**config.mk**
```make
export PLATFORM = sky130hd
export DESIGN_NAME = power_down_and_balance_timers
export DESIGN_NICKNAME = d
export VERILOG_FILES = /design/src/batt_timer_pkg.sv /design/src/power_down_and_balance_timers.sv /design/src/tick_divider.sv /design/src/level_filter.sv
export SDC_FILE = /design/constraint.sdc
export NUM_CORES = 1
export LEC_CHECK = 0
export ABC_AREA = 1
export BUFFER_PORTS_ARGS = -buffer_cell sky130_fd_sc_hd__buf_4
export CORE_AREA = 3 3 128 130
export DETAILED_ROUTE_END_ITERATION = 16
export DIE_AREA = 0 0 131 133
export PLACE_DENSITY = 0.67
export SYNTH_ARGS = -nofsm -noshare
export SYNTH_HDL_FRONTEND = slang
export SYNTH_SLANG_ARGS = --single-unit
export TNS_END_PERCENT = 1
```
**constraint.sdc**
```tcl
create_clock -name clock -period 6 [get_ports clock]
set_input_delay 1.2 -clock clock [delete_from_list [all_inputs] [get_ports clock]]
set_output_delay 1.2 -clock clock [all_outputs]
set_load 0.1 [all_outputs]
```
**src/batt_timer_pkg.sv**
```systemverilog
// Constants, register selects and helper functions for the power-down
// and cell-balance timer block.
// Assumes a 100 MHz clock and a 16-bit register write path.
package batt_timer_pkg;

   // Clock and timing
   localparam int CLOCK_PERIOD_NS = 10;
   localparam int CLOCK_HZ = 100_000_000;
   localparam int TICK_TIME_MS = 4500;
   localparam int TICK_CYCLES = CLOCK_HZ / 1000 * TICK_TIME_MS;
   localparam int FILTER_TIME_NS = 130_000;
   localparam int FILTER_CYCLES = FILTER_TIME_NS / CLOCK_PERIOD_NS;
   localparam int TICKS_PER_STEP_LOG2 = 4;

   // Register field layout
   localparam int STEP_W = 5;
   localparam int TIMER_LSB = 3;
   localparam int GATE_LSB = 2;
   localparam int NUM_GATES = 6;
   localparam int SOFT_PD_BIT = 8;
   localparam int COUNT_W = STEP_W + TICKS_PER_STEP_LOG2;
   localparam int WDATA_W = 16;

   // Reset values
   localparam logic [STEP_W-1:0] STEP_RESET = 5'h00;
   localparam logic [NUM_GATES-1:0] GATE_RESET = 6'h00;
   localparam logic [COUNT_W-1:0] COUNT_ZERO = 9'h000;

   // Register selects
   localparam logic [3:0] SEL_CONTROL = 4'h0;
   localparam logic [3:0] SEL_SHUTDOWN_DELAY = 4'h1;
   localparam logic [3:0] SEL_BALANCE = 4'h2;
   localparam logic [3:0] SEL_TIMER_FIRST = 4'h3;
   localparam logic [3:0] SEL_TIMER_LAST = 4'h8;

   // Shutdown sequencer, codes one bit apart except RUN and DOWN
   typedef enum logic [1:0] {
      PD_RUN = 2'h0,
      PD_DELAY = 2'h1,
      PD_DOWN = 2'h3
   } pd_state_e;

   // Step count to tick count
   function automatic logic [COUNT_W-1:0] step_ticks(input logic [STEP_W-1:0] steps);
      step_ticks = {steps, {TICKS_PER_STEP_LOG2{1'b0}}};
   endfunction

   // Step field of a timer write
   function automatic logic [STEP_W-1:0] step_field(input logic [WDATA_W-1:0] wdata);
      step_field = wdata[TIMER_LSB +: STEP_W];
   endfunction

endpackage

```
**src/power_down_and_balance_timers.sv**
```systemverilog
// Power-down delay timer and six cell-balance gate timers.
// Assumes register writes and reads arrive as one-cycle strobes from the
// serial interface logic, and that the shutdown pin is synchronous.
`timescale 1ns/10ps
module power_down_and_balance_timers
   import batt_timer_pkg::*;
#(
   parameter int unsigned TICK_LEN = TICK_CYCLES,
   parameter int unsigned FILTER_LEN = FILTER_CYCLES
) (
   // Clock and reset
   input wire logic clock,
   input wire logic reset,
   // Shutdown pin from the host
   input wire logic shutdown_request_n,
   // Register access
   input wire logic reg_write,
   input wire logic reg_read,
   input wire logic [3:0] reg_select,
   input wire logic [WDATA_W-1:0] reg_wdata,
   output logic [WDATA_W-1:0] reg_rdata,
   // Cell-balance gates
   output logic [NUM_GATES-1:0] balance_gate_out,
   // Power state
   output logic full_shutdown,
   output logic soft_shutdown,
   output logic shutdown_timer_running
);

   ////////////////////////////////////////////////////////////////////////
   // Tick and pin filter

   logic tick;
   logic pin_high;
   logic pin_high_q;

   tick_divider #(.CYCLES(TICK_LEN)) u_tick (
      .clock(clock),
      .reset(reset),
      .tick(tick)
   );

   level_filter #(.CYCLES(FILTER_LEN)) u_filter (
      .clock(clock),
      .reset(reset),
      .raw(shutdown_request_n),
      .level(pin_high)
   );

   // Previous filtered level for edge detection
   always_ff @(posedge clock or posedge reset) begin
      if (reset) begin
         pin_high_q <= 1'b1;
      end else begin
         pin_high_q <= pin_high;
      end
   end

   ////////////////////////////////////////////////////////////////////////
   // Write decode

   logic pin_fall;
   logic pin_rise;
   logic wr_control;
   logic wr_delay;
   logic wr_balance;
   logic wr_timer;
   logic soft_set;
   logic [2:0] timer_idx;
   logic [STEP_W-1:0] new_steps;
   logic [NUM_GATES-1:0] new_gates;

   assign pin_fall = pin_high_q && !pin_high;
   assign pin_rise = !pin_high_q && pin_high;
   assign wr_control = reg_write && (reg_select == SEL_CONTROL);
   assign wr_delay = reg_write && (reg_select == SEL_SHUTDOWN_DELAY);
   assign wr_balance = reg_write && (reg_select == SEL_BALANCE);
   assign wr_timer = reg_write && (reg_select >= SEL_TIMER_FIRST)
      && (reg_select <= SEL_TIMER_LAST);
   assign soft_set = wr_control && reg_wdata[SOFT_PD_BIT];
   assign timer_idx = 3'(reg_select - SEL_TIMER_FIRST);
   assign new_steps = step_field(reg_wdata);
   assign new_gates = reg_wdata[GATE_LSB +: NUM_GATES];

   ////////////////////////////////////////////////////////////////////////
   // Timer value registers

   logic [STEP_W-1:0] delay_steps_q;
   logic [STEP_W-1:0] timer_steps_q [NUM_GATES];
   logic ctrl_soft_q;

   // Delay and balance timer values, reset to zero
   always_ff @(posedge clock or posedge reset) begin
      if (reset) begin
         delay_steps_q <= STEP_RESET;
         for (int i = 0; i < NUM_GATES; i++) begin
            timer_steps_q[i] <= STEP_RESET;
         end
      end else begin
         if (wr_delay) begin
            delay_steps_q <= new_steps;
         end
         if (wr_timer) begin
            timer_steps_q[timer_idx] <= new_steps;
         end
      end
   end

   ////////////////////////////////////////////////////////////////////////
   // Shutdown sequencer

   pd_state_e pd_state_q;
   logic [COUNT_W-1:0] pd_count_q;
   logic [COUNT_W-1:0] pd_count_next;
   logic pd_expire;
   logic enter_down;

   assign pd_count_next = pd_count_q + COUNT_W'(1);
   // Expiry on matching tick, or at once when the delay is rewritten to zero
   assign pd_expire = (pd_state_q == PD_DELAY) && (wr_delay ? (new_steps == STEP_RESET)
      : (tick && pd_count_next == step_ticks(delay_steps_q)));
   assign enter_down = ((pd_state_q == PD_RUN) && pin_fall && delay_steps_q == STEP_RESET)
      || (pd_expire && !pin_high);

   // Sequencer state, delay count and power outputs
   always_ff @(posedge clock or posedge reset) begin
      if (reset) begin
         pd_state_q <= PD_RUN;
         pd_count_q <= COUNT_ZERO;
         full_shutdown <= 1'b0;
         shutdown_timer_running <= 1'b0;
      end else begin
         unique case (pd_state_q)
            PD_RUN: begin
               if (enter_down) begin
                  pd_state_q <= PD_DOWN;
                  full_shutdown <= 1'b1;
               end else if ((pin_fall || soft_set) && delay_steps_q != STEP_RESET) begin
                  pd_state_q <= PD_DELAY;
                  pd_count_q <= COUNT_ZERO;
                  shutdown_timer_running <= 1'b1;
               end
            end
            PD_DELAY: begin
               // A pin rise is ignored here on purpose
               if (pd_expire) begin
                  pd_state_q <= pin_high ? PD_RUN : PD_DOWN;
                  full_shutdown <= !pin_high;
                  pd_count_q <= COUNT_ZERO;
                  shutdown_timer_running <= 1'b0;
               end else if (wr_delay) begin
                  pd_count_q <= COUNT_ZERO;
               end else if (tick) begin
                  pd_count_q <= pd_count_next;
               end
            end
            PD_DOWN: begin
               if (pin_high) begin
                  pd_state_q <= PD_RUN;
                  full_shutdown <= 1'b0;
               end
            end
         endcase
      end
   end

   // Soft power-down bit; takes effect at once only with zero delay
   always_ff @(posedge clock or posedge reset) begin
      if (reset) begin
         ctrl_soft_q <= 1'b0;
         soft_shutdown <= 1'b0;
      end else if (wr_control) begin
         ctrl_soft_q <= reg_wdata[SOFT_PD_BIT];
         if (!reg_wdata[SOFT_PD_BIT]) begin
            soft_shutdown <= 1'b0;
         end else if (delay_steps_q == STEP_RESET && pd_state_q == PD_RUN) begin
            soft_shutdown <= 1'b1;
         end
      end
   end

   ////////////////////////////////////////////////////////////////////////
   // Cell-balance gates and shared counter

   logic bal_active_q;
   logic [COUNT_W-1:0] bal_count_q;
   logic [COUNT_W-1:0] bal_count_next;
   logic [NUM_GATES-1:0] timed_mask;
   logic [NUM_GATES-1:0] hit;
   logic [NUM_GATES-1:0] remaining;

   assign bal_count_next = bal_count_q + COUNT_W'(1);

   // Which gates carry a timer and which expire on this tick
   always_comb begin
      timed_mask = '0;
      hit = '0;
      for (int i = 0; i < NUM_GATES; i++) begin
         timed_mask[i] = timer_steps_q[i] != STEP_RESET;
         hit[i] = tick && bal_active_q && balance_gate_out[i] && timed_mask[i]
            && (bal_count_next == step_ticks(timer_steps_q[i]));
      end
      remaining = balance_gate_out & timed_mask & ~hit;
   end

   // Gate register, counter activation and expiry
   always_ff @(posedge clock or posedge reset) begin
      if (reset) begin
         balance_gate_out <= GATE_RESET;
         bal_active_q <= 1'b0;
         bal_count_q <= COUNT_ZERO;
      end else if (enter_down) begin
         balance_gate_out <= GATE_RESET;
         bal_active_q <= 1'b0;
         bal_count_q <= COUNT_ZERO;
      end else if (wr_balance) begin
         balance_gate_out <= new_gates;
         if ((new_gates & timed_mask) == GATE_RESET) begin
            bal_active_q <= 1'b0;
            bal_count_q <= COUNT_ZERO;
         end else if (!bal_active_q) begin
            bal_active_q <= 1'b1;
            bal_count_q <= COUNT_ZERO;
         end else if (tick) begin
            bal_count_q <= bal_count_next;
         end
      end else if (wr_timer && balance_gate_out[timer_idx]) begin
         bal_active_q <= 1'b1;
         bal_count_q <= COUNT_ZERO;
         if (new_steps == STEP_RESET) begin
            balance_gate_out[timer_idx] <= 1'b0;
         end
      end else if (tick && bal_active_q) begin
         // Write to a dark gate's timer falls through to here
         balance_gate_out <= balance_gate_out & ~hit;
         if (remaining == GATE_RESET) begin
            bal_active_q <= 1'b0;
            bal_count_q <= COUNT_ZERO;
         end else begin
            bal_count_q <= bal_count_next;
         end
      end
   end

   ////////////////////////////////////////////////////////////////////////
   // Read back

   // Registered read data, zero for unmapped selects
   always_ff @(posedge clock or posedge reset) begin
      if (reset) begin
         reg_rdata <= '0;
      end else if (reg_read) begin
         reg_rdata <= '0;
         if (reg_select == SEL_CONTROL) begin
            reg_rdata[SOFT_PD_BIT] <= ctrl_soft_q;
         end else if (reg_select == SEL_SHUTDOWN_DELAY) begin
            reg_rdata[TIMER_LSB +: STEP_W] <= delay_steps_q;
         end else if (reg_select == SEL_BALANCE) begin
            reg_rdata[GATE_LSB +: NUM_GATES] <= balance_gate_out;
         end else if (reg_select >= SEL_TIMER_FIRST && reg_select <= SEL_TIMER_LAST) begin
            reg_rdata[TIMER_LSB +: STEP_W] <= timer_steps_q[timer_idx];
         end
      end
   end
endmodule

```
**src/tick_divider.sv**
```systemverilog
// Free-running prescaler giving a one-cycle tick pulse.
// Assumes a single clock; CYCLES is at least two.
`timescale 1ns/10ps
module tick_divider
   import batt_timer_pkg::*;
#(
   parameter int unsigned CYCLES = TICK_CYCLES
) (
   // Clock and reset
   input wire logic clock,
   input wire logic reset,
   // Tick out
   output logic tick
);

   logic [31:0] div_q;

   // Cycle counter and tick pulse
   always_ff @(posedge clock or posedge reset) begin
      if (reset) begin
         div_q <= 32'h0;
         tick <= 1'b0;
      end else if (div_q == CYCLES - 1) begin
         div_q <= 32'h0;
         tick <= 1'b1;
      end else begin
         div_q <= div_q + 32'h1;
         tick <= 1'b0;
      end
   end

endmodule

```
**src/level_filter.sv**
```systemverilog
// Deglitch filter: the output follows the input only after the input
// has held its new level for CYCLES clocks.
// Assumes the input is synchronous to the clock; idles high.
`timescale 1ns/10ps
module level_filter
   import batt_timer_pkg::*;
#(
   parameter int unsigned CYCLES = FILTER_CYCLES
) (
   // Clock and reset
   input wire logic clock,
   input wire logic reset,
   // Raw and filtered level
   input wire logic raw,
   output logic level
);

   logic [15:0] hold_q;

   // Count while input differs, flip when held long enough
   always_ff @(posedge clock or posedge reset) begin
      if (reset) begin
         hold_q <= 16'h0;
         level <= 1'b1;
      end else if (raw == level) begin
         hold_q <= 16'h0;
      end else if (hold_q == 16'(CYCLES - 1)) begin
         hold_q <= 16'h0;
         level <= raw;
      end else begin
         hold_q <= hold_q + 16'h1;
      end
   end

endmodule

```
==> impl_metrics.py <==
metrics = {
    "layout": {
        "layout.cells.most_common": "sky130_fd_sc_hd__nand2_1",
        "number_of_diodes_added_for_antenna_fixing": 0,
        "final_cell_mix": "sky130_fd_sc_hd__nand2_1, sky130_fd_sc_hd__inv_1, sky130_fd_sc_hd__nor2_1",
        "final_layout_size_suffix_gt1_share_pct": 9.11,
        "layout.nets": 1175,
        "areaGrowthSynthToFinish_pct": 14.0,
        "final_design_area_no_fill_um2": 8730,
    },
    "worst_setup_path": {
        "worst_setup_path_end_kind": "register",
        "r2r_start": "u_tick.div_q[0]",
        "path_class": "primary input to register",
        "worstPathArrival_ns": 3.80,
        "cp_common_cell": "sky130_fd_sc_hd__nand2_1",
        "reg2reg_to": "u_tick.div_q[18]",
        "crit_fanout": 14,
        "path_cells": "buf_4 -> inv_1 -> ha_1 -> nand2_1 -> a22o_1 -> nor2_2 -> nand3_1 -> nand2_1 -> inv_1 -> o21ai_2 -> inv_2 -> nand2_1 -> nand2_1",
        "worstSetupStartpointType": "primary input",
        "critPathSlowestCell": "sky130_fd_sc_hd__nand3_1",
        "critPathLaunch": "reg_select[0]",
        "timing.reg2reg.setup_slack_ns": 3.26,
        "worstSetupEndpoint": "balance_gate_out[0]",
        "cpPeakStageDelay_ns": 0.41,
        "number_of_cell_instances_on_the_worst_register_to_register_path": 8,
        "crit_required_ns": 6.31,
    },
    "cts": {
        "clock_tree.root_cell": "sky130_fd_sc_hd__clkbuf_16",
        "clk-insertion-delay-late_ns": 0.43,
        "cts_sinks": 124,
        "clock_pin_transition_on_the_worst_setup_and_hold_timing_paths_ns": 0.06,
        "postCtsSetupRepairBufs": 0,
        "hold_buffers": 0,
        "cts_buffer_depth": 2,
        "cts-buffers-inserted": 17,
        "cts_repair_resize_count": 0,
        "htreeDepth": 4,
        "tritoncts_clock_tree": "done",
    },
    "timing": {
        "least_margin_pin_slew_ns": 0.996,
        "unrepaired_setup_endpoints_after_global_routing": "no",
        "finClkSkew_ns": 0.00999,
        "post-route-min-period_ns": 3.49,
        "final_setup_violating_endpoints": 0,
        "pins_over_their_slew_limit": 0,
        "fin_setup_tns_ns": 0,
        "relSlewSlack_pct": 33.4,
        "min_period_over_period_pct": 58.2,
        "fmaxAchievable_mhz": 287,
        "hold_viol_final": 0,
    },
    "yosys": {
        "synth_mux_area_share_pct": 0.147,
        "synth_simple_gate_area_share_pct": 36.9,
        "synth_xor_area_share_pct": 2.29,
        "synth_edf_count": 0,
        "syn-cell-area_um2": 7650,
        "postSynth.asyncResetShare_pct": 100,
        "synth_area_per_cell_um2": 6.96,
        "synth-seq-area-share_pct": 40.6,
        "synth_fa_ha_area_share_pct": 1.63,
        "dominant_combinational_cell_family_by_area_after_synthesis": "simple AND/OR/NAND/NOR gates",
        "synth_cell_types": 48,
        "synthFlopType": "sky130_fd_sc_hd__dfrtp_1",
        "post_synthesis_cells": 1099,
        "ys_seq_elements": 124,
        "synthesis.yosys.warnings": 0,
        "synth_area_in_compound_gates_pct": 9.78,
    },
    "detailed_routing": {
        "detail_route.iter0.violations": 625,
        "vias": 7184,
        "totalWireLength_um": 20500,
        "detail_route.vias_per_cell": 5.27,
        "detailedRoute.firstPassIterationCount": 5,
        "drt_drc_violations_left": 0,
        "routed_wire_length_per_instance_um": 15.0,
        "drt.antenna.violating_nets": 0,
    },
    "global_route": {
        "global_route.overflow_total": 0,
        "global_route_wire_length_before_repair_um": 33100,
        "grt_pass1_vias": 6575,
        "grt_antenna_before_repair": 1,
        "grt.total_usage_pct": 24.2,
        "grt_max_degree": 74,
    },
    "floorplan": {
        "fp.dieH_um": 133,
        "fp.coreArea_um2": 15300,
        "initial_utilization_pct": 50.2,
        "design.die.area_um2": 17400,
        "num_rows": 45,
        "horizontal_die_dimension_um": 131,
        "pin_count": 50,
    },
    "outcome": {
        "outcome": "finished, final reports clean",
    },
    "place": {
        "detailed_place_hpwl_um": 15200,
        "place_area_um2": 8080,
        "io_buffer_count": 31,
        "globalplace.congestion": 0.967,
    },
    "power_and_ir_drop": {
        "vdd.ir_drop.worst_mv": 0.220,
        "leak_nw": 4.32,
        "pwr_density_nw_per_um2": 354,
    },
    "job": {
        "max_cap_viol_count": 0,
    },
    "min_path": {
        "worstHoldPathType": "register to register",
    },
}
-- state kept, by name, indices dropped and copies added, names as in the netlist --
name / flops
u_tick.div_q: 32
pd_state_q: 2
delay_steps_q: 5
u_tick.tick: 1
pin_high_q: 1
reg_rdata: 7
timer_steps_q: 30
full_shutdown: 1
u_filter.level: 1
ctrl_soft_q: 1
bal_active_q: 1
soft_shutdown: 1
shutdown_timer_running: 1
pd_count_q: 9
u_filter.hold_q: 16
balance_gate_out: 6
bal_count_q: 9
-- cell usage after synthesis, types with 2 or more instances --
| master | count | share of area [%] |
|---|---|---|
| sky130_fd_sc_hd__nand2_1 | 333 | 16 |
| sky130_fd_sc_hd__inv_1 | 141 | 6.9 |
| sky130_fd_sc_hd__nor2_1 | 124 | 6.1 |
| sky130_fd_sc_hd__dfrtp_1 | 122 | 40 |
| sky130_fd_sc_hd__nand3_1 | 87 | 5.7 |
| sky130_fd_sc_hd__o21ai_0 | 75 | 4.9 |
| sky130_fd_sc_hd__nor3_1 | 28 | 1.8 |
| sky130_fd_sc_hd__nand4_1 | 22 | 1.8 |
| sky130_fd_sc_hd__a21oi_1 | 20 | 1.3 |
| sky130_fd_sc_hd__xor2_1 | 14 | 1.6 |
| sky130_fd_sc_hd__nand2_2 | 11 | 0.90 |
| sky130_fd_sc_hd__ha_1 | 10 | 1.6 |
| sky130_fd_sc_hd__o211ai_1 | 10 | 0.98 |
| sky130_fd_sc_hd__buf_4 | 9 | 0.88 |
| sky130_fd_sc_hd__nand3b_1 | 9 | 0.88 |
| sky130_fd_sc_hd__nor3b_1 | 9 | 0.88 |
| sky130_fd_sc_hd__nor2_2 | 8 | 0.65 |
| sky130_fd_sc_hd__o22ai_1 | 7 | 0.57 |
| sky130_fd_sc_hd__clkbuf_1 | 6 | 0.29 |
| sky130_fd_sc_hd__xnor2_1 | 6 | 0.69 |
| sky130_fd_sc_hd__inv_2 | 5 | 0.25 |
| sky130_fd_sc_hd__nor4_1 | 4 | 0.33 |
| sky130_fd_sc_hd__nand3_2 | 3 | 0.39 |
| sky130_fd_sc_hd__o2111ai_1 | 3 | 0.34 |
| sky130_fd_sc_hd__o221ai_1 | 3 | 0.34 |
| sky130_fd_sc_hd__buf_2 | 2 | 0.13 |
| sky130_fd_sc_hd__dfstp_2 | 2 | 0.69 |
| sky130_fd_sc_hd__nand2_4 | 2 | 0.29 |
| sky130_fd_sc_hd__nor2_4 | 2 | 0.29 |
| sky130_fd_sc_hd__nor3_2 | 2 | 0.26 |
| sky130_fd_sc_hd__o21ai_1 | 2 | 0.13 |
| sky130_fd_sc_hd__o21ai_2 | 2 | 0.23 |
-- cell families after synthesis --
family                   count (synthesis)
AND/OR/NAND/NOR                        647
buffers and inverters                  165
multiplexers                             1
flip-flops                             124
adder cells (fa/ha/maj)                 10
other                                    1
XOR/XNOR                                20
AO/OA/AOI/OAI                          131
-- power breakdown --
| group | internal [W] | switching, W | total [W] |
|---|---|---|---|
| clock | 0.000715 | 0.000407 | 0.00112 |
| combinational | 0.000228 | 0.000631 | 0.000859 |
| sequential | 0.000949 | 0.000161 | 0.00111 |
| total | 0.00189 | 0.00120 | 0.00309 |
-- critical path: cells and delay by family --
| kind | cells | cell delay, ns |
|---|---|---|
| AND/OR/NAND/NOR | 6 | 1.11 |
| buffers and inverters | 4 | 0.65 |
| AO/OA/AOI/OAI | 2 | 0.62 |
| adder cells (fa/ha/maj) | 1 | 0.21 |
-- metal layers --
metal | up-vias | share of wire [%] | track usage (%)
met4 | 2 | 2.7 | 7.71
met2 | 242 | 46 | 37.4
li1 | 3622 | - | -
met1 | 3276 | 45 | 33.7
met5 | - | 0.11 | 0
met3 | 42 | 6.0 | 5.09
-- layout make-up --
| cell class | count | area, um2 |
|---|---|---|
| Clock inverter | 14 | 208 |
| Sequential cell | 124 | 3110 |
| Clock buffer | 18 | 439 |
| Multi-Input combinational cell | 818 | 3920 |
| Inverter | 147 | 554 |
| Timing Repair Buffer | 32 | 240 |
| Tap cell | 211 | 264 |
| Fill cell | 1447 | 6530 |
-- per-stage QoR --
stage                     utilization (%)  worst slack (ns)  hold WS (ns)  total power [W]  cells
final                                57.2              2.51         0.416          0.00309   1364
after global routing                 57.2              2.22         0.429          0.00324   1364
after CTS                            57.2              2.58         0.418          0.00310   1364
after detailed placement             52.9              2.14         0.399          0.00197   1332
after global placement               52.9              2.16         0.397          0.00196   1332
after floorplan                         -              1.50         0.383          0.00173   1107
-- worst min-delay path by stage --
stage	from	end	slack, ns	cells past startpoint
2_1_floorplan	u_filter.level	pin_high_q	0.38	0
3_3_place_gp	u_filter.level	pin_high_q	0.40	0
3_5_place_dp	u_filter.level	pin_high_q	0.40	0
4_1_cts	u_filter.level	pin_high_q	0.42	0
5_1_grt	u_filter.level	pin_high_q	0.43	0
6_report	u_filter.level	pin_high_q	0.42	0
No activity file was read; power rests on OpenSTA's default activity.
